==> config.mk <==
export PLATFORM = sky130hd
export DESIGN_NAME = lcie_ack_eoi
export DESIGN_NICKNAME = d
export VERILOG_FILES = /design/src/lcie_pkg.sv /design/src/lcie_ack_eoi.sv
export SDC_FILE = /design/constraint.sdc
export NUM_CORES = 1
export LEC_CHECK = 0
export BUFFER_PORTS_ARGS = -buffer_cell sky130_fd_sc_hd__buf_2
export CORE_MARGIN = 1
export CORE_UTILIZATION = 40
export CTS_CLUSTER_SIZE = 40
export DETAILED_ROUTE_END_ITERATION = 16
export GPL_TIMING_DRIVEN = 0
export PLACE_DENSITY = 0.76
export RECOVER_POWER = 50
export SYNTH_ARGS = -nofsm -noshare
export SYNTH_HDL_FRONTEND = slang
export SYNTH_SLANG_ARGS = --single-unit
==> constraint.sdc <==
create_clock -name clock -period 3.8 [get_ports clock]
set_input_delay 0.57 -clock clock [delete_from_list [all_inputs] [get_ports clock]]
set_output_delay 0.57 -clock clock [all_outputs]
set_load 0.03 [all_outputs]
==> src/lcie_pkg.sv <==
package lcie_pkg;

    // bus and identifier widths
    localparam int ADDR_W = 12;
    localparam int DATA_W = 32;
    localparam int ID_W   = 10;
    localparam int LVL_W  = 3;
    localparam int NLVL   = 8;
    localparam int SGI_N  = 16;

    // special identifiers
    localparam logic [ID_W-1:0] ID_SPURIOUS    = 10'h3ff;
    localparam logic [ID_W-1:0] ID_GRP1_SPEC   = 10'h3fe;
    localparam logic [ID_W-1:0] ID_SPECIAL_MIN = 10'h3fc;

    // register offsets (byte addresses)
    localparam logic [ADDR_W-1:0] OFF_CTRL      = 12'h000;
    localparam logic [ADDR_W-1:0] OFF_TYPE      = 12'h004;
    localparam logic [ADDR_W-1:0] OFF_ACK       = 12'h00c;
    localparam logic [ADDR_W-1:0] OFF_EOI       = 12'h010;
    localparam logic [ADDR_W-1:0] OFF_HP        = 12'h018;
    localparam logic [ADDR_W-1:0] OFF_ALIAS_ACK = 12'h020;
    localparam logic [ADDR_W-1:0] OFF_ALIAS_HP  = 12'h028;
    localparam logic [ADDR_W-1:0] OFF_STATUS    = 12'h02c;
    localparam logic [ADDR_W-1:0] OFF_VACK      = 12'h040;
    localparam logic [ADDR_W-1:0] OFF_VHP       = 12'h044;
    localparam logic [ADDR_W-1:0] OFF_VALIAS    = 12'h048;
    localparam logic [ADDR_W-1:0] OFF_VALIAS_HP = 12'h04c;
    localparam logic [ADDR_W-1:0] OFF_VCTRL     = 12'h050;
    localparam logic [ADDR_W-1:0] OFF_SYSERR    = 12'h054;
    localparam logic [ADDR_W-1:0] OFF_SET_EN    = 12'h060;
    localparam logic [ADDR_W-1:0] OFF_CLR_EN    = 12'h064;
    localparam logic [ADDR_W-1:0] OFF_APR0      = 12'h0d0;
    localparam logic [ADDR_W-1:0] OFF_APR1      = 12'h0e0;

    // control field positions
    localparam int CTL_G0_EN   = 0;
    localparam int CTL_G1NS_EN = 1;
    localparam int CTL_SPLIT   = 2;
    localparam int CTL_ACK_CONTROL  = 3;
    localparam int CTL_FIQ     = 4;
    localparam int STS_VIOL    = 4;
    localparam int SE_ABORT    = 0;
    localparam int SE_TRAP     = 1;
    localparam int SE_SUPP     = 2;
    localparam int TYPE_LOCK_LO = 11;

    typedef enum logic [1:0] {
        LCIE_GRP_NONE = 2'b00,
        LCIE_GRP_G0   = 2'b01,
        LCIE_GRP_G1NS = 2'b10
    } lcie_grp_t;

    typedef struct packed {
        logic              g0_en;
        logic              g1ns_en;
        logic              split_eoi;
        logic              fiq_sel;
        logic              vack_ctl;
        logic              abort_rt;
        logic              trap_se;
        logic              violation;
        logic [NLVL-1:0]   apr0;
        logic [NLVL-1:0]   apr1;
        logic [SGI_N-1:0]  sgi_en;
        logic [DATA_W-1:0] rdata;
        logic              ack_v;
        logic [ID_W-1:0]   ack_id;
        logic              vack_v;
        logic [ID_W-1:0]   vack_id;
        logic              drop_v;
        logic [LVL_W-1:0]  drop_lvl;
        logic              deact_v;
        logic [ID_W-1:0]   deact_id;
        logic              se_phys;
        logic              se_virt;
        logic              se_trap;
    } lcie_state_t;

    localparam lcie_state_t RST_STATE = '0;

endpackage : lcie_pkg

==> src/lcie_ack_eoi.sv <==
// The register addresses and the strobed register port were chosen for this implementation.
`timescale 1ns/1ps
// Functional notes
// RL1 - alias ack spurious when group 0 pending
// RL2 - real id acknowledge marks active, clears pending
// RL3 - eoi with nothing active: syserr, no change
// RL4 - nonsecure eoi group1: drop, deactivate unless split
// RL5 - nonsecure eoi on group 0: no drop, syserr
// RL6 - secure eoi group 0: drop, deactivate unless split
// RL7 - nonsecure group 0 eoi sets violation flag
// RL8 - nonsecure ack spurious: group0 or group1 disabled
// RL9 - secure ack spurious: not group0 or disabled
// RL10 - virtual ack spurious for invalid list register
// RL11 - virtual group1 obeys ack_control, group0 acks
// RL12 - read-only capability bit for local syserr
// RL13 - nonsecure syserr physical or virtual by routing
// RL14 - hypervisor traps local syserr when routed
// RL15 - ack_control reads zero, ignores writes
// RL16 - no lockdown input, lockable_count reads zero
// RL17 - software setting routing_modifier sets fast_irq_sel
// RL18 - sgi set-enable bits reset to zero
// RL19 - secure group1 treated as group 0
// RL20 - id 1022 only legacy, group1, signalable
// RL21 - software acks 1022 via alias registers
// RL22 - highest-pending reads select alike, no effects
module lcie_ack_eoi #(
    parameter bit SYSERR_SUPPORTED = 1'b1
) (
    // clock and reset
    input  wire logic                        clock,
    input  wire logic                        nrst,
    // register port
    input  wire logic [lcie_pkg::ADDR_W-1:0] reg_addr,
    input  wire logic [lcie_pkg::DATA_W-1:0] reg_wdata,
    input  wire logic                        reg_wr,
    input  wire logic                        reg_rd,
    output logic      [lcie_pkg::DATA_W-1:0] reg_rdata,
    // access context
    input  wire logic                        access_secure,
    input  wire logic                        legacy_op,
    // highest pending physical interrupt
    input  wire logic [lcie_pkg::ID_W-1:0]   hp_id,
    input  wire logic                        hp_grp0,
    input  wire logic                        hp_sec_grp1,
    input  wire logic                        hp_prio_ok,
    input  wire logic [lcie_pkg::LVL_W-1:0]  hp_lvl,
    // highest priority list_register
    input  wire logic                        lr_valid,
    input  wire logic                        lr_grp1,
    input  wire logic [lcie_pkg::ID_W-1:0]   lr_vid,
    input  wire logic                        lr_prio_ok,
    // physical interrupt state updates
    output logic                             ack_valid,
    output logic      [lcie_pkg::ID_W-1:0]   ack_id,
    output logic                             prio_drop,
    output logic      [lcie_pkg::LVL_W-1:0]  drop_lvl,
    output logic                             deact_valid,
    output logic      [lcie_pkg::ID_W-1:0]   deact_id,
    // virtual acknowledge
    output logic                             vack_valid,
    output logic      [lcie_pkg::ID_W-1:0]   vack_id,
    // local system errors
    output logic                             syserr_phys,
    output logic                             syserr_virt,
    output logic                             syserr_trap,
    // control levels
    output logic                             fast_irq_sel
);
    import lcie_pkg::*;

    lcie_state_t r;
    lcie_state_t next_r;
    logic        rst_meta;
    logic        rst_sync;
    logic        hp_g0;
    lcie_grp_t   act_grp;
    logic [LVL_W-1:0] act_lvl;

    function automatic logic is_special(input logic [ID_W-1:0] id);
        return id >= ID_SPECIAL_MIN;
    endfunction : is_special

    // physical identifier selection shared by ack and highest-pending
    function automatic logic [ID_W-1:0] phys_sel(
        input logic            secure,
        input logic            alias_rd,
        input logic            g0,
        input logic            g0_en,
        input logic            g1_en,
        input logic            legacy,
        input logic            prio_ok,
        input logic [ID_W-1:0] id
    );
        logic [ID_W-1:0] res;
        res = id;
        if (id == ID_SPURIOUS) begin
            res = ID_SPURIOUS;
        end else if (alias_rd) begin
            if (g0) res = ID_SPURIOUS;                         // see RL1
        end else if (!secure) begin
            if (g0 || !g1_en) res = ID_SPURIOUS;               // see RL8
        end else if (g0) begin
            if (!g0_en) res = ID_SPURIOUS;                     // see RL9
        end else if (legacy && prio_ok) begin
            res = ID_GRP1_SPEC;                                // see RL20
        end else begin
            res = ID_SPURIOUS;                                 // see RL9
        end
        return res;
    endfunction : phys_sel

    // virtual identifier selection shared by ack and highest-pending
    function automatic logic [ID_W-1:0] virt_sel(
        input logic            alias_rd,
        input logic            valid,
        input logic            grp1,
        input logic            ack_control,
        input logic            legacy,
        input logic            prio_ok,
        input logic [ID_W-1:0] vid
    );
        logic [ID_W-1:0] res;
        res = vid;
        if (!valid || vid == ID_SPURIOUS) begin
            res = ID_SPURIOUS;                                 // see RL10
        end else if (alias_rd) begin
            if (!grp1) res = ID_SPURIOUS;
        end else if (grp1 && !ack_control) begin
            if (legacy && prio_ok) res = ID_GRP1_SPEC;         // see RL11
            else res = ID_SPURIOUS;                            // see RL20
        end
        return res;
    endfunction : virt_sel

    // lowest set level is the highest active priority
    function automatic logic [LVL_W-1:0] low_lvl(input logic [NLVL-1:0] m);
        logic [LVL_W-1:0] k;
        k = '0;
        for (int i = NLVL - 1; i >= 0; i--) begin
            if (m[i]) k = LVL_W'(i);
        end
        return k;
    endfunction : low_lvl

    function automatic logic [DATA_W-1:0] id_word(input logic [ID_W-1:0] id);
        return {{(DATA_W-ID_W){1'b0}}, id};
    endfunction : id_word

    always_ff @(posedge clock or negedge nrst) begin
        if (!nrst) begin
            rst_meta <= 1'b0;
            rst_sync <= 1'b0;
        end else begin
            rst_meta <= 1'b1;
            rst_sync <= rst_meta;
        end
    end

    assign hp_g0   = hp_grp0 || hp_sec_grp1;                   // see RL19
    assign act_lvl = low_lvl(r.apr0 | r.apr1);

    always_comb begin
        if (r.apr0[act_lvl]) act_grp = LCIE_GRP_G0;
        else if (r.apr1[act_lvl]) act_grp = LCIE_GRP_G1NS;
        else act_grp = LCIE_GRP_NONE;
    end

    always_comb begin
        logic [ID_W-1:0] id;
        logic            se_evt;
        logic            do_ret;
        id     = ID_SPURIOUS;
        se_evt = 1'b0;
        do_ret = 1'b0;
        next_r         = r;
        next_r.rdata   = '0;
        next_r.ack_v   = 1'b0;
        next_r.vack_v  = 1'b0;
        next_r.drop_v  = 1'b0;
        next_r.deact_v = 1'b0;
        next_r.se_phys = 1'b0;
        next_r.se_virt = 1'b0;
        next_r.se_trap = 1'b0;
        if (reg_rd) begin
            case (reg_addr)
                OFF_CTRL: begin
                    next_r.rdata[CTL_G0_EN]   = r.g0_en;
                    next_r.rdata[CTL_G1NS_EN] = r.g1ns_en;
                    next_r.rdata[CTL_SPLIT]   = r.split_eoi;
                    next_r.rdata[CTL_FIQ]     = r.fiq_sel;
                    next_r.rdata[CTL_ACK_CONTROL]  = 1'b0;          // see RL15
                end
                OFF_TYPE: begin
                    next_r.rdata = '0;                         // see RL16
                end
                OFF_ACK, OFF_HP, OFF_ALIAS_ACK, OFF_ALIAS_HP: begin
                    id = phys_sel(access_secure,
                                  reg_addr == OFF_ALIAS_ACK
                                  || reg_addr == OFF_ALIAS_HP,
                                  hp_g0, r.g0_en, r.g1ns_en,
                                  legacy_op, hp_prio_ok, hp_id);
                    next_r.rdata = id_word(id);
                    do_ret = reg_addr == OFF_ACK
                             || reg_addr == OFF_ALIAS_ACK;     // see RL22
                    if (do_ret && !is_special(id)) begin
                        next_r.ack_v  = 1'b1;                  // see RL2
                        next_r.ack_id = id;
                        if (hp_g0) next_r.apr0[hp_lvl] = 1'b1;
                        else next_r.apr1[hp_lvl] = 1'b1;
                    end
                end
                OFF_VACK, OFF_VHP, OFF_VALIAS, OFF_VALIAS_HP: begin
                    id = virt_sel(reg_addr == OFF_VALIAS
                                  || reg_addr == OFF_VALIAS_HP,
                                  lr_valid, lr_grp1, r.vack_ctl,
                                  legacy_op, lr_prio_ok, lr_vid);
                    next_r.rdata = id_word(id);
                    do_ret = reg_addr == OFF_VACK
                             || reg_addr == OFF_VALIAS;        // see RL22
                    if (do_ret && !is_special(id)) begin
                        next_r.vack_v  = 1'b1;                 // see RL11
                        next_r.vack_id = id;
                    end
                end
                OFF_STATUS: next_r.rdata[STS_VIOL] = r.violation;
                OFF_VCTRL: next_r.rdata[CTL_ACK_CONTROL] = r.vack_ctl;
                OFF_SYSERR: begin
                    next_r.rdata[SE_ABORT] = r.abort_rt;
                    next_r.rdata[SE_TRAP]  = r.trap_se;
                    next_r.rdata[SE_SUPP]  = SYSERR_SUPPORTED; // see RL12
                end
                OFF_SET_EN, OFF_CLR_EN: begin
                    next_r.rdata[SGI_N-1:0] = r.sgi_en;
                end
                OFF_APR0: next_r.rdata[NLVL-1:0] = r.apr0;
                OFF_APR1: next_r.rdata[NLVL-1:0] = r.apr1;
                default: next_r.rdata = '0;
            endcase
        end
        if (reg_wr) begin
            case (reg_addr)
                OFF_CTRL: begin
                    next_r.g0_en     = reg_wdata[CTL_G0_EN];
                    next_r.g1ns_en   = reg_wdata[CTL_G1NS_EN];
                    next_r.split_eoi = reg_wdata[CTL_SPLIT];
                    next_r.fiq_sel   = reg_wdata[CTL_FIQ];
                end
                OFF_EOI: begin
                    if (act_grp == LCIE_GRP_NONE) begin
                        se_evt = 1'b1;                         // see RL3
                    end else if ((act_grp == LCIE_GRP_G1NS)
                                 != access_secure) begin
                        next_r.drop_v   = 1'b1;                // see RL4
                        next_r.drop_lvl = act_lvl;             // see RL6
                        if (access_secure) begin
                            next_r.apr0[act_lvl] = 1'b0;
                        end else begin
                            next_r.apr1[act_lvl] = 1'b0;
                        end
                        if (!r.split_eoi) begin
                            next_r.deact_v  = 1'b1;
                            next_r.deact_id = reg_wdata[ID_W-1:0];
                        end
                    end else begin
                        se_evt = 1'b1;                         // see RL5
                        if (act_grp == LCIE_GRP_G0) begin
                            next_r.violation = 1'b1;           // see RL7
                        end
                    end
                end
                OFF_STATUS: begin
                    if (reg_wdata[STS_VIOL]) next_r.violation = 1'b0;
                end
                OFF_VCTRL: next_r.vack_ctl = reg_wdata[CTL_ACK_CONTROL];
                OFF_SYSERR: begin
                    next_r.abort_rt = reg_wdata[SE_ABORT];
                    next_r.trap_se  = reg_wdata[SE_TRAP];
                end
                OFF_SET_EN: next_r.sgi_en = r.sgi_en | reg_wdata[SGI_N-1:0];
                OFF_CLR_EN: begin
                    next_r.sgi_en = r.sgi_en & ~reg_wdata[SGI_N-1:0];
                end
                default: begin
                end
            endcase
        end
        if (se_evt && SYSERR_SUPPORTED) begin
            if (access_secure || !r.abort_rt) begin
                next_r.se_phys = 1'b1;                         // see RL13
            end else if (r.trap_se) begin
                next_r.se_trap = 1'b1;                         // see RL14
            end else begin
                next_r.se_virt = 1'b1;                         // see RL13
            end
        end
    end

    // reset value clears sgi enables too
    always_ff @(posedge clock or negedge rst_sync) begin
        if (!rst_sync) begin
            r <= RST_STATE;                                    // see RL18
        end else begin
            r <= next_r;
        end
    end

    assign reg_rdata    = r.rdata;
    assign ack_valid    = r.ack_v;
    assign ack_id       = r.ack_id;
    assign prio_drop    = r.drop_v;
    assign drop_lvl     = r.drop_lvl;
    assign deact_valid  = r.deact_v;
    assign deact_id     = r.deact_id;
    assign vack_valid   = r.vack_v;
    assign vack_id      = r.vack_id;
    assign syserr_phys  = r.se_phys;
    assign syserr_virt  = r.se_virt;
    assign syserr_trap  = r.se_trap;
    assign fast_irq_sel = r.fiq_sel;

    property p_alias_grp0;
        @(posedge clock) disable iff (!rst_sync)
        reg_rd && reg_addr == OFF_ALIAS_ACK && hp_g0
        |=> reg_rdata == id_word(ID_SPURIOUS) && !ack_valid;
    endproperty
    a_alias_grp0: assert property (p_alias_grp0) // see RL1
        else $error("alias ack did not hide group 0");

    property p_ack_side;
        @(posedge clock) disable iff (!rst_sync)
        reg_rd && reg_addr == OFF_ACK && !is_special(hp_id)
        && (access_secure ? hp_g0 && r.g0_en : !hp_g0 && r.g1ns_en)
        |=> ack_valid && ack_id == $past(hp_id)
            && reg_rdata == id_word($past(hp_id));
    endproperty
    a_ack_side: assert property (p_ack_side) // see RL2
        else $error("acknowledge side effect missing");

    property p_eoi_idle;
        @(posedge clock) disable iff (!rst_sync)
        reg_wr && reg_addr == OFF_EOI && r.apr0 == '0 && r.apr1 == '0
        |=> !prio_drop && !deact_valid && r.apr0 == '0 && r.apr1 == '0;
    endproperty
    a_eoi_idle: assert property (p_eoi_idle) // see RL3
        else $error("eoi with nothing active changed state");

    property p_ns_drop;
        @(posedge clock) disable iff (!rst_sync)
        reg_wr && reg_addr == OFF_EOI && !access_secure
        && act_grp == LCIE_GRP_G1NS
        |=> prio_drop && drop_lvl == $past(act_lvl)
            && deact_valid == !$past(r.split_eoi);
    endproperty
    a_ns_drop: assert property (p_ns_drop) // see RL4
        else $error("nonsecure group 1 eoi did not drop");

    property p_ns_g0;
        @(posedge clock) disable iff (!rst_sync)
        reg_wr && reg_addr == OFF_EOI && !access_secure
        && act_grp == LCIE_GRP_G0
        |=> !prio_drop && !deact_valid && r.violation;
    endproperty
    a_ns_g0: assert property (p_ns_g0) // see RL7
        else $error("nonsecure group 0 eoi mishandled");

    property p_sec_spur;
        @(posedge clock) disable iff (!rst_sync)
        reg_rd && reg_addr == OFF_ACK && access_secure && !hp_g0
        && !(legacy_op && hp_prio_ok)
        |=> reg_rdata == id_word(ID_SPURIOUS) && !ack_valid;
    endproperty
    a_sec_spur: assert property (p_sec_spur) // see RL9
        else $error("secure ack returned group 1 id");

    property p_virt_inv;
        @(posedge clock) disable iff (!rst_sync)
        reg_rd && reg_addr == OFF_VACK && !lr_valid
        |=> reg_rdata == id_word(ID_SPURIOUS) && !vack_valid;
    endproperty
    a_virt_inv: assert property (p_virt_inv) // see RL10
        else $error("invalid list register acknowledged");

    property p_route;
        @(posedge clock) disable iff (!rst_sync)
        syserr_virt || syserr_trap
        |-> $past(r.abort_rt) && !$past(access_secure)
            && syserr_trap == $past(r.trap_se) && !syserr_phys;
    endproperty
    a_route: assert property (p_route) // see RL13
        else $error("local syserr routed wrongly");

    property p_ack_control_raz;
        @(posedge clock) disable iff (!rst_sync)
        reg_rd && reg_addr == OFF_CTRL |=> !reg_rdata[CTL_ACK_CONTROL];
    endproperty
    a_ack_control_raz: assert property (p_ack_control_raz) // see RL15
        else $error("physical ack control not read as zero");

endmodule : lcie_ack_eoi

### Yosys cells after proc, flatten, opt, wreduce, memory -nomap -nowiden

Index checks and enable logic that the tools add are counted.

* magnitude comparators: 6
* eq/ne operators: 25
* mux-type cells: 75
* bitwise logic cells: 11
* reductions and logical operators: 37

Operators with widths (count)
* 10-bit two-way mux: 15
* 12-bit by 7-bit == test with 1-bit output, second input constant: 8
* 16-bit two-way mux: 5
* 15-bit two-way mux: 4
* 11-bit two-way mux: 5
* 38-bit two-way mux: 1
* 12-bit by 6-bit == test with 1-bit output, second input constant: 3
* 32-bit two-way mux: 1
* 8-bit two-way mux: 4
* 16-bit one-hot mux with 2 select lines: 1
* 3-bit two-way mux: 9
* 12-bit by 5-bit == test with 1-bit output, second input constant: 2
* 12-bit by 8-bit == test with 1-bit output, second input constant: 2
* 8-bit bitwise OR: 3
* 8-bit one-hot mux with 3 select lines: 1
* 3-bit one-hot mux with 7 select lines: 1
* 10-bit == test, second input constant: 2
* 10-bit greater-or-equal comparator, second input constant: 2
* 17-bit two-way mux: 1
* 16-bit AND: 1
* 8-bit AND: 2
* 1-bit two-way mux: 16
* 16-bit inverter: 1
* 16-bit bitwise OR: 1
* 29 further kinds: 63

* bits in registers: 98
* input port bits: 79
* output and inout bits: 73
* word-level logic and storage cells: 179

### Logic depth before layout (Yosys ltp)

Gate-level depths: netlist of the first run.

* word-level depth: 20
* depth in mapped cells: 10
* mapped depth without buffers: 7

### Worst setup path after synthesis of the first run

Ideal clock, no wire load.

* kind: input to register
* start point: input port reg_addr[9] (netlist name)
* end point: register r, in the netlist vack_id[0]
* setup time: 0.128 ns
* arrival time: 2.584 ns
* required time: 3.672 ns
* slack: 1.089 ns
* stages on the path: 8
* path buffers: 1
* cells stage by stage: nor4_4 > and4_1 > nand2_1 > mux2_2 > nand2_1 > nor4_1 > buf_2 > mux2_1

* word-level cells in the longest chain between the ends: 10
* elaborated cells between the ends (all ways): 15
* classes of those cells: 1 x order compare; 4 x eq/ne; 4 x mux; 6 x reduce/logical

Ends and longest elaborated chain
* from (decl): RTL line lcie_ack_eoi.sv:33 `input wire logic [lcie_pkg::ADDR_W-1:0] reg_addr,`
* 12-bit by 7-bit == test with 1-bit output
* 1-bit logical OR: RTL line lcie_ack_eoi.sv:214 `|| reg_addr == OFF_VALIAS_HP,`
* 10-bit two-way mux: RTL line lcie_ack_eoi.sv:126 `end else if (alias_rd) begin`
* 10-bit two-way mux: RTL line lcie_ack_eoi.sv:124 `if (!valid || vid == ID_SPURIOUS) begin`
* 10-bit two-way mux: RTL line lcie_ack_eoi.sv:185 `case (reg_addr)`
* 10-bit two-way mux: RTL line lcie_ack_eoi.sv:184 `if (reg_rd) begin`
* 10-bit greater-or-equal comparator: RTL line lcie_ack_eoi.sv:80 `return id >= ID_SPECIAL_MIN;`
* 1-bit zero test: RTL line lcie_ack_eoi.sv:220 `if (do_ret && !is_special(id)) begin`
* 1-bit logical AND: RTL line lcie_ack_eoi.sv:220
* 3-bit AND reduction (no source line)
* to (signal assigned): RTL line lcie_ack_eoi.sv:303 `r <= next_r;`
* to (decl): RTL line lcie_ack_eoi.sv:71 `lcie_state_t r;`

Parallel ways exist; a longest one is shown, timed or not. The select of a mux whose other input is x is not followed.
A chain may end at the register's enable or synchronous reset.

### Final worst setup path of the first run

* start point: input port reg_addr[9] (netlist name)
* end point: register r, in the netlist vack_id[3]

The elaborated chain is that of the path after synthesis.

==> impl_metrics.csv, run 1 <==
group,metric,value,unit
global_route,grt_use_met2,34.65,%
global_route,grt.total_usage,21.12,%
timing,tns,0,ns
synthesis,synth_xor_area_share,0,%
global_route,grtUsageMet3,3.668,%
place,port-buffer-count,115,
power_and_ir_drop,ir_worst_vdd,0.1900,mV
clocking,cts_tree,"built",
final_layout,final-seq-area,2452,um^2
timing,layout_setup_ws,0.9113,ns
floorplanning,num_rows,42,
detailed_routing,wirelength,14050,um
detailed_routing,drt-initial-drc-count,397,
synthesis,synth_edf_count,0,
synthesis,syn_area,5454,um^2
clocking,clk_path_buf_depth,2,
floorplanning,fp.dieArea,14110,um^2
floorplanning,initial_core_util,41.02,%
min_path,holdCritPathClass,"register to register",
floorplanning,io_pins,152,
timing,slew_headroom,-26.09,%
synthesis,synth_mux_area_share,6.171,%
timing,hold_viol,0,
clocking,clk_latency,0.34,ns
critical_path,worstSetupStartpointType,"input pin",
detailed_routing,routedWlPerCell,15.44,um
final_layout,nFillCells,1275,
synthesis,synthAdderAreaFrac,0,%
final_layout,synthToLayoutAreaGrowth,20.74,%
global_route,grt_pass1_wl,23290,um
final_layout,fin_area,6585,um^2
synthesis,synth_compound_area_share,16.66,%
detailed_routing,viasPerCell,5.252,
place,gp_congestion,0.8825,
clocking,cts_resized,0,
timing,rsz0062_at_grt,"false",
timing,slew_viol_final,49,
floorplanning,placeableCoreArea,13300,um^2
synthesis,ys_types,58,
global_route,grt_pass1_vias,4506,
synthesis,synth_warnings,0,
synthesis,synthFlopType,"dfrtp_1",
synthesis,synth_top_family_by_area,"simple AND/OR/NAND/NOR gates",
clocking,cts_buffers,9,
synthesis,ys_seq_area_share,44.96,%
power_and_ir_drop,power-per-cell-area,320.6,nW/um^2
synthesis,async_reset_ff_share,100.0,%
critical_path,crit_arrival,3.11,ns
timing,hold_ws,0.3603,ns
run,maxCapViolCount,1,
timing,fin_skew,0.005178,ns
synthesis,syn_inst,585,
synthesis,yosys.area_share.simple,20.14,%
final_layout,nets,807,
final_layout,layout-drive-gt1-share,28.24,%
global_route,busiest_layer,"met2",
global_route,met1_usage,27.65,%
status,violations,"max-capacitance violations, max-slew violations",
place,dp_hpwl,10750,um
final_layout,multiInputGateArea,2407,um^2
status,status,"complete, but fails checks",
detailed_routing,via_count,4779,
critical_path,crit_fanout,10,
place,place_area,6337,um^2
floorplanning,die_width,118.8,um
critical_path,critPathLaunch,"reg_addr[9]",
timing,tightestPinTransition,1.891,ns
place,dp_slack,0.5928,ns
detailed_routing,ant_nets,0,
timing,timing.fmax,0.3462,GHz
min_path,min_from,"rst_meta$_DFF_PN0_",
global_route,antenna_found_initial,1,
critical_path,end_kind,"register",
critical_path,reg2reg_from,"rst_sync$_DFF_PN0_",
floorplanning,die_y,118.8,um
timing,final-setup-viol-count,0,
global_route,globalRouteOverflowTotal,0,
global_route,grt_max_degree,50,
clocking,h-tree-depth,3,
critical_path,worstSetupPathType,"input pin to register",
timing,layout_min_cycle_time,2.889,ns
critical_path,required,4.02,ns
clocking,cts.clk_slew.worst_paths,0.07,ns
power_and_ir_drop,leakage,3.396,nW
clocking,cts_sinks,98,
detailed_routing,drc,0,
timing,finalCritPeriodShare,76.02,%
clocking,root_buffer,"clkbuf_16",
synthesis,synth-seq-cells,98,
power_and_ir_drop,finalPower,0.002111,W
synthesis,postSynthAreaPerCell,9.323,um^2
detailed_routing,drt_pass1_iterations,6,
[metal layers]
metal  up-vias  part of all wire (%)
met3        27                   6.1
met2       182                    49
met5         -                     0
met1      2266                    43
li1       2304                     -
met4         0                   2.6
[placed cells by master (no fill, tap or decap), types with 3 or more instances in the layout]
master | netlist | final
inv_1 | 9 | 9
a222oi_1 | 5 | 5
clkbuf_16 | 0 | 9
or4_1 | 3 | 3
nor2_1 | 57 | 57
nor2b_1 | 5 | 5
o21a_1 | 3 | 3
o21ai_0 | 22 | 22
nor3_1 | 15 | 15
a31oi_1 | 24 | 24
nand3_1 | 9 | 9
a22oi_1 | 3 | 3
clkbuf_1 | 18 | 48
dfrtp_1 | 98 | 98
conb_1 | 2 | 17
a21oi_1 | 26 | 26
nand2_1 | 65 | 65
a21o_1 | 18 | 18
o31ai_1 | 3 | 3
o22ai_1 | 5 | 5
and3_1 | 13 | 13
nor4_2 | 3 | 3
buf_4 | 65 | 65
buf_2 | 7 | 94
nand2b_1 | 8 | 8
nand4_1 | 7 | 7
mux2_1 | 11 | 11
o21ai_1 | 12 | 12
mux2_2 | 18 | 18
and4_1 | 4 | 4
nor4_1 | 9 | 9
a211oi_1 | 3 | 3
[worst max-delay path: stages]
cell and delay, ns:
buf_2 0.11, nor4_4 0.56, and4_1 0.30, nand2_1 0.08, mux2_2 0.27, nand2_1 0.16
nor4_1 0.38, buf_2 0.32, mux2_1 0.35
[timing repair]
item / 4_1_cts / 5_1_grt
hold buffers: 1 / 0
hold endpoints to repair: 2 / 0
setup buffers: 0 / 0
[path summary, 6_finish.rpt]
check                           slack [ns]  cells after the start                     end
worst max-delay path                  0.91                      9  vack_id[3]$_DFFE_PN0P_
worst min-delay path                  0.36                      0      rst_sync$_DFF_PN0_
worst max register to register        1.00                      1  reg_rdata[6]$_DFF_PN0_
worst min register to register        0.36                      0      rst_sync$_DFF_PN0_
max in group asynchronous             1.00                      1  reg_rdata[6]$_DFF_PN0_
min in group asynchronous             0.54                      2      rst_meta$_DFF_PN0_
[report_power, final]
part,total [W],internal [W],switching [W]
Clock,0.000912,0.000516,0.000396
Combinational,0.000144,0.0000493,0.0000945
Sequential,0.00106,0.00104,0.0000107
Total,0.00211,0.00161,0.000501
[synth_stat cells (2+ instances only)]
master / n / area, um^2
conb_1: 2 / 7.510
nor4_1: 9 / 56.30
and3_1: 13 / 81.33
clkbuf_1: 18 / 67.56
nand3b_1: 2 / 15.01
a311oi_1: 2 / 17.52
a31oi_1: 24 / 150.1
buf_2: 7 / 35.03
inv_1: 9 / 33.78
dfrtp_1: 98 / 2452
a21oi_1: 26 / 130.1
mux2_1: 11 / 123.9
a22oi_1: 3 / 22.52
o31a_1: 2 / 17.52
o21a_1: 3 / 22.52
nor4_2: 3 / 37.54
nand2_1: 65 / 244.0
nor4_4: 2 / 42.54
nor2_1: 57 / 214.0
buf_6: 2 / 22.52
buf_4: 65 / 488.0
mux2_2: 18 / 202.7
o21ai_0: 22 / 110.1
o21ai_1: 12 / 60.06
and2_1: 2 / 12.51
nor2b_1: 5 / 31.28
o22ai_1: 5 / 31.28
nand3_1: 9 / 45.04
or3_1: 2 / 12.51
a211oi_1: 3 / 22.52
nand4_1: 7 / 43.79
o31ai_1: 3 / 22.52
a21o_1: 18 / 135.1
a21boi_1: 2 / 15.01
a222oi_1: 5 / 50.05
nor3_1: 15 / 75.07
and4_1: 4 / 35.03
nand2b_1: 8 / 50.05
or4_1: 3 / 22.52
[layout make-up]
| type | count | area share [%] |
|---|---|---|
| antenna | 1 | 0.03800 |
| buffer | 93 | 9.367 |
| clock buffer | 11 | 3.534 |
| clock inverter | 5 | 0.9690 |
| inverter | 9 | 0.5130 |
| multi-input combinational | 400 | 36.56 |
| sequential | 98 | 37.24 |
| tap | 176 | 3.344 |
| timing repair buffer | 117 | 8.436 |
[cell families after synthesis]
| kind of cell | Yosys count |
|---|---|
| other cells | 2 |
| simple gates | 214 |
| flops | 98 |
| compound gates | 139 |
| mux | 30 |
| buf+inv | 102 |
[stage by stage]
| stage | utilization (%) | instances |
|---|---|---|
| 3_5_place_dp | 47.67 | 892 |
| 6_report | 49.53 | 910 |
| 2_1_floorplan | - | 600 |
| 3_3_place_gp | 47.43 | 891 |
| 5_1_grt | 49.53 | 910 |
| 4_1_cts | 49.97 | 909 |
Note: power is estimated with default switching activity, not from simulation.
==> run 2: changes to the inputs <==
--- a/config.mk
+++ b/config.mk
@@ -5,13 +5,14 @@
 export SDC_FILE = /design/constraint.sdc
 export NUM_CORES = 1
 export LEC_CHECK = 0
+export ABC_AREA = 1
 export BUFFER_PORTS_ARGS = -buffer_cell sky130_fd_sc_hd__buf_2
 export CORE_MARGIN = 1
 export CORE_UTILIZATION = 40
 export CTS_CLUSTER_SIZE = 40
 export DETAILED_ROUTE_END_ITERATION = 16
 export GPL_TIMING_DRIVEN = 0
-export PLACE_DENSITY = 0.76
+export PLACE_DENSITY = 0.77
 export RECOVER_POWER = 50
 export SYNTH_ARGS = -nofsm -noshare
 export SYNTH_HDL_FRONTEND = slang
==> constraint.sdc (replaced) <==
create_clock -name clock -period 2.6 [get_ports clock]
set_input_delay 0.39 -clock clock [delete_from_list [all_inputs] [get_ports clock]]
set_output_delay 0.39 -clock clock [all_outputs]
set_load 0.03 [all_outputs]
==> run 2 against run 1 <==
Against the previous run: the run now ends clean; core utilization up 0.057 points; routed wire length grew 19%; largest power group unchanged; die area up 8.9%; critical path depth is 9 higher.
==> impl_metrics.csv, run 2 <==
group,metric,value,unit
status,status,"finished, final reports clean",
final_layout,utilization,49.59,%
floorplanning,die_width,124.0,um
power_and_ir_drop,sw_frac_of_total,26.25,%
floorplanning,fp.dieArea,15370,um^2
detailed_routing,ant_nets,0,
place,place_area,6849,um^2
global_route,grt_max_degree,73,
critical_path,worstSetupPathType,"register to register",
clocking,cts.clk_slew.worst_paths,0.07,ns
critical_path,required,2.85,ns
place,port-buffer-count,116,
global_route,grt_pass1_wl,26220,um
power_and_ir_drop,pwr-share-comb,8.6,%
synthesis,syn_area,5951,um^2
power_and_ir_drop,power-per-cell-area,454.1,nW/um^2
floorplanning,io_pins,152,
global_route,grt.total_usage,22.81,%
detailed_routing,drt_pass1_iterations,5,
clocking,root_buffer,"clkbuf_16",
detailed_routing,drt-initial-drc-count,570,
clocking,cts_sinks,98,
synthesis,synth_edf_count,0,
global_route,antenna_found_initial,1,
detailed_routing,routedWlPerCell,14.68,um
power_and_ir_drop,p_seq_share,47.1,%
floorplanning,num_rows,44,
clocking,h-tree-depth,3,
power_and_ir_drop,p_int,0.002413,W
timing,slew_headroom,29.79,%
detailed_routing,wirelength,16730,um
clocking,cts_tree,"built",
critical_path,crit_arrival,2.66,ns
run,maxCapViolCount,0,
timing,fin_skew,0.01032,ns
synthesis,ys_types,42,
critical_path,crit_fanout,10,
timing,slew_viol_final,0,
timing,hold_viol,0,
clocking,clk_latency,0.36,ns
floorplanning,initial_core_util,40.94,%
final_layout,layout_commonest_cell,"nand2_1",
critical_path,path_buf_inv,3,
timing,layout_min_cycle_time,2.410,ns
critical_path,cp_top_family,"simple AND/OR/NAND/NOR gates",
power_and_ir_drop,power_frac_clock,44.3,%
min_path,whs_path_depth,3,
clocking,clk_path_buf_depth,2,
timing,final-setup-viol-count,0,
timing,tns,0,ns
synthesis,synth_most_common_cell,"nand2_1",
floorplanning,placeableCoreArea,14530,um^2
final_layout,layout-drive-gt1-share,26.28,%
synthesis,synth-seq-cells,98,
timing,timing.fmax,0.4150,GHz
synthesis,synthTopCellsByArea,"dfrtp_1 (41%), nand2_1 (11%), buf_4 (8.6%)",
synthesis,synthFlopType,"dfrtp_1",
floorplanning,die_y,124.0,um
timing,tightestPinTransition,1.053,ns
synthesis,async_reset_ff_share,100.0,%
final_layout,synthToLayoutAreaGrowth,21.11,%
critical_path,end_kind,"register",
detailed_routing,via_count,5688,
clocking,cts_buffers,9,
timing,rsz0062_at_grt,"false",
critical_path,slowest_stage,"dfrtp_1",
timing,finalCritPeriodShare,92.68,%
critical_path,worst-path-stages,18,
detailed_routing,viasPerCell,4.989,
critical_path,cpMostUsedCell,"nand2_1",
critical_path,crit_chain,"inv_2 -> nand2_1 -> nor2_4 -> nand2_1 -> nand2_2 -> nand2_2 -> a21oi_4 -> buf_4 -> nand3_1 -> nand2_1 -> nor2_1 -> nand2_2 -> nand2_1 -> nand2_4 -> nand3_2 -> buf_4 -> nand2_1 -> nand2_1",
global_route,grt_pass1_vias,5261,
place,dp_hpwl,12690,um
synthesis,synth_top_area_share,41.21,%
global_route,globalRouteOverflowTotal,0,
detailed_routing,drc,0,
critical_path,worstSetupStartpointType,"register",
final_layout,fin_area,7207,um^2
min_path,holdCritPathClass,"input pin to register",
critical_path,rr_worst_depth,18,
final_layout,nets,1029,
synthesis,yosysTopAreaCell,"dfrtp_1",
critical_path,cpPeakStageDelay,0.39,ns
power_and_ir_drop,leakage,3.887,nW
final_layout,final_cell_mix,"nand2_1 (177), buf_2 (100), dfrtp_1 (98)",
synthesis,ys_seq_area_share,41.21,%
place,gp_congestion,0.9188,
synthesis,synthTopCellsByCount,"nand2_1 (181), dfrtp_1 (98), inv_1 (87), buf_4 (68), nor2_1 (61)",
synthesis,syn_inst,800,
power_and_ir_drop,ir_worst_vdd,0.3258,mV
synthesis,postSynthAreaPerCell,7.438,um^2
synthesis,synth_warnings,0,
power_and_ir_drop,p_sw,0.0008590,W
-- run 2: cell count changes in the layout (fill, tap and decap cells not counted), sizes merged, moves of 22 or more --
cell	previous run	this run
o21ai	34	72
nand2	65	187
inv	10	116
a31oi	24	2
nand3	10	48
mux2	29	1
-- run 2: worst paths after layout --
check / start / to / slack (ns)
worst max-delay path: r[92]$_DFF_PN0_ / deact_id[0]$_DFFE_PN0P_ / 0.19
worst min-delay path: lr_vid[1] / vack_id[1]$_DFFE_PN0P_ / 0.27
worst max register to register: r[92]$_DFF_PN0_ / deact_id[0]$_DFFE_PN0P_ / 0.19
worst min register to register: rst_meta$_DFF_PN0_ / rst_sync$_DFF_PN0_ / 0.35
max in group asynchronous: rst_sync$_DFF_PN0_ / ack_id[7]$_DFFE_PN0P_ / 0.55
min in group asynchronous: nrst / rst_meta$_DFF_PN0_ / 0.34
-- run 2: cells by family (layout without fill, tap and decap cells) --
logic type / count (synthesis) / in the layout / share of synthesized area (%)
AND/OR/NAND/NOR: 362 / 362 / 27.80
buffers and inverters: 200 / 340 / 17.47
AO/OA/AOI/OAI: 134 / 134 / 12.70
flip-flops: 98 / 98 / 41.21
other: 2 / 18 / 0.1262
multiplexers: 4 / 4 / 0.6939
-- run 2: power groups by stage --
stage	clock, W	combinational [W]	sequential [W]
3_5_place_dp	0	0.000281	0.00157
4_1_cts	0.00147	0.000284	0.00154
2_1_floorplan	0	0.000154	0.00158
6_report	0.00145	0.000282	0.00154
3_3_place_gp	0	0.000254	0.00159
5_1_grt	0.00153	0.000313	0.00154
-- run 2: tightest hold or removal path: cells and delay by family --
kind / cells / cell delay [ns]
buffers and inverters: 1 / 0.11
and+or+nand+nor: 2 / 0.11
-- run 2: layout make-up --
type	count	area, um^2
diodes	1	2.502
well taps	184	230.2
fillers	1488	7327
inverters	114	427.9
clock inverters	6	78.83
multi-input cells	517	2552
repair buffers	124	611.8
flip-flops and latches	98	2452
plain buffers	86	611.8
clock buffers	10	239.0
-- run 2: stage by stage --
stage                     cells  setup slack [ns]  power, W  hold WS (ns)
final                      1140            0.1904  0.003272        0.2747
after detailed placement   1116           0.01735  0.001854        0.1772
after CTS                  1133          0.006304  0.003297        0.2658
after global routing       1139          0.003526  0.003389        0.2820
after floorplan             815            0.5547  0.001737       0.09441
after global placement     1115           0.02311  0.001847        0.1763
-- run 2: what timing repair did --
item	4_1_cts	5_1_grt
setup buffers	0	6
setup endpoints to repair	0	23
resized for setup	0	10
hold buffers	1	0
hold endpoints to repair	2	0
-- run 2: per-layer routing --
| metal | routed length [um] | part of all wire [%] | track usage [%] | vias up |
|---|---|---|---|---|
| met2 | 7989 | 48 | 37.67 | 210 |
| met1 | 7125 | 43 | 28.65 | 2630 |
| li1 | - | - | - | 2821 |
| met3 | 1260 | 7.5 | 6.410 | 27 |
| met4 | 355 | 2.1 | 7.589 | 0 |
| met5 | 0 | 0 | 0 | - |
==> run 3: changes to the inputs <==
--- a/config.mk
+++ b/config.mk
@@ -8,12 +8,13 @@
 export ABC_AREA = 1
 export BUFFER_PORTS_ARGS = -buffer_cell sky130_fd_sc_hd__buf_2
 export CORE_MARGIN = 1
-export CORE_UTILIZATION = 40
+export CORE_UTILIZATION = 45
 export CTS_CLUSTER_SIZE = 40
 export DETAILED_ROUTE_END_ITERATION = 16
 export GPL_TIMING_DRIVEN = 0
-export PLACE_DENSITY = 0.77
+export PLACE_DENSITY = 0.84
 export RECOVER_POWER = 50
+export SETUP_SLACK_MARGIN = 0.5
 export SYNTH_ARGS = -nofsm -noshare
 export SYNTH_HDL_FRONTEND = slang
 export SYNTH_SLANG_ARGS = --single-unit
==> run 3 against run 2 <==
Against the previous run: flip-flop and latch count unchanged; sequential share of layout area decreased by 2.8 points; register-to-register slack improved by 0.17 ns; total power decreased by 0.53%; fmax increased by 7.5%; hold slack improved by 0.0029 ns; sequential power about the same; global-route usage increased by 3.9 points.
==> impl_metrics.csv, run 3 (same netlist as run 2, synthesis figures left out) <==
group,metric,value,unit
status,status,"finished, final reports clean",
min_path,min_to,"vack_id[9]$_DFFE_PN0P_",
timing,finalCritPeriodShare,86.22,%
clocking,clk_latency,0.35,ns
global_route,grt_max_degree,74,
detailed_routing,via_count,6214,
run,maxCapViolCount,0,
critical_path,crit_fanout,7,
power_and_ir_drop,power-per-cell-area,414.3,nW/um^2
timing,rsz0062_at_grt,"true",
min_path,whs_path_depth,3,
clocking,cts_buffers,9,
timing,tightestPinTransition,0.9786,ns
final_layout,nets,1077,
detailed_routing,ant_nets,0,
clocking,cts_tree,"built",
critical_path,reg2reg_from,"r[92]$_DFF_PN0_",
min_path,holdCritPathClass,"input pin to register",
final_layout,synthToLayoutAreaGrowth,32.04,%
detailed_routing,drt-initial-drc-count,516,
critical_path,required,2.84,ns
clocking,h-tree-depth,3,
final_layout,multiInputGateArea,2803,um^2
detailed_routing,drc,0,
global_route,grt_pass1_wl,27790,um
timing,layout_min_cycle_time,2.242,ns
critical_path,worstSetupStartpointType,"register",
critical_path,rr_worst_depth,16,
clocking,clk_path_buf_depth,2,
floorplanning,num_rows,41,
critical_path,rr_endpoint,"r[101]$_DFF_PN0_",
clocking,cts.clk_slew.worst_paths,0.07,ns
critical_path,crit_arrival,2.48,ns
global_route,antenna_found_initial,1,
floorplanning,die_width,117.0,um
final_layout,layout-drive-gt1-share,35.09,%
critical_path,r2r_setup_slack,0.36,ns
power_and_ir_drop,leakage,4.201,nW
final_layout,fin_area,7858,um^2
critical_path,worstSetupPathType,"register to register",
timing,slew_headroom,34.76,%
critical_path,end_kind,"register",
floorplanning,die_y,117.0,um
floorplanning,io_pins,152,
place,dp_hpwl,12360,um
detailed_routing,drt_pass1_iterations,6,
final_layout,layout_commonest_cell,"nand2_1",
final_layout,nFillCells,1082,
global_route,globalRouteOverflowTotal,0,
timing,timing.fmax,0.4461,GHz
final_layout,final-seq-area,2454,um^2
place,gp_congestion,0.9141,
floorplanning,initial_core_util,46.59,%
detailed_routing,wirelength,18180,um
min_path,min_from,"lr_vid[9]",
place,port-buffer-count,116,
detailed_routing,viasPerCell,5.284,
global_route,grt_pass1_vias,5716,
clocking,root_buffer,"clkbuf_16",
global_route,grt.total_usage,26.76,%
power_and_ir_drop,ir_worst_vdd,0.4844,mV
final_layout,final_cell_mix,"nand2_1 (148), buf_4 (110), buf_2 (100)",
timing,fin_skew,0.01056,ns
clocking,cts_sinks,98,
detailed_routing,routedWlPerCell,15.45,um
place,place_area,6834,um^2
timing,hold_viol,0,
floorplanning,fp.dieArea,13690,um^2
timing,final-setup-viol-count,0,
timing,tns,0,ns
final_layout,utilization,61.51,%
floorplanning,placeableCoreArea,12770,um^2
timing,slew_viol_final,0,
-- run 3: metrics by stage --
step                worst slack [ns]  std cells  hold WS [ns]  power (W)
global route                  0.2221       1175        0.2898   0.003360
global placement            0.001787       1103        0.1755   0.001845
floorplan                     0.5547        815       0.09441   0.001737
CTS                           0.4932       1162        0.2557   0.003263
detailed placement          -0.04386       1104        0.1775   0.001852
finish                        0.3583       1176        0.2776   0.003255
-- run 3: area by class of cell --
cell class	instances	share of cell area, %
Sequential cell	98	31.23
Buffer	86	8.010
Timing Repair Buffer	172	12.72
Tap cell	172	2.739
Clock buffer	9	2.866
Inverter	114	5.573
Multi-Input combinational cell	517	35.67
Clock inverter	7	1.162
Antenna cell	1	0.03185
-- run 3: worst max path at each step --
stage | start | to | slack, ns | depth (start not counted)
after floorplan | r[102]$_DFF_PN0_ | deact_id[0]$_DFFE_PN0P_ | 0.55 | 18
after global placement | reg_addr[11] | r[99]$_DFF_PN0_ | 0.002 | 17
after detailed placement | reg_addr[11] | r[100]$_DFF_PN0_ | -0.04 | 17
after CTS | r[95]$_DFF_PN0_ | deact_id[1]$_DFFE_PN0P_ | 0.49 | 20
after global routing | rst_sync$_DFF_PN0_ | reg_rdata[0]$_DFF_PN0_ | 0.22 | 1
final | r[92]$_DFF_PN0_ | r[101]$_DFF_PN0_ | 0.36 | 16
-- run 3: layer usage --
metal	track usage, %	part of all wire, %	up-vias
met3	7.415	9.3	78
met2	44.10	48	333
met1	32.27	39	2884
li1	-	-	2919
met5	0	0	-
met4	13.33	3.8	0
-- run 3: critical path: stages (launching register included) --
cell,delay [ns]
dfrtp_1,0.40
inv_2,0.10
nand2_4,0.07
nor2_4,0.15
nand2_2,0.08
nand2_4,0.10
nand2_4,0.06
a21oi_4,0.21
nand3_2,0.14
nand3_4,0.12
inv_2,0.05
nand2_4,0.09
nand2_4,0.06
nor2_4,0.26
nand3_1,0.12
nand2_1,0.10
inv_1,0.04
-- run 3: repair_timing --
| action | in CTS | in global routing |
|---|---|---|
| endpoints found under the setup margin | 46 | 59 |
| pin swaps | 22 | 36 |
| resized for setup | 52 | 51 |
| hold buffers | 1 | 0 |
| cloned | 2 | 0 |
| buffers inserted | 39 | 13 |
| hold endpoints to repair | 2 | 0 |
-- run 3: report_power, final --
group | internal, W | leakage [nW] | switching (W) | total (W)
combinational | 0.0000973 | 2.84 | 0.000202 | 0.000299
clock | 0.000775 | 0.154 | 0.000641 | 0.00142
sequential | 0.00153 | 1.21 | 0.0000105 | 0.00154
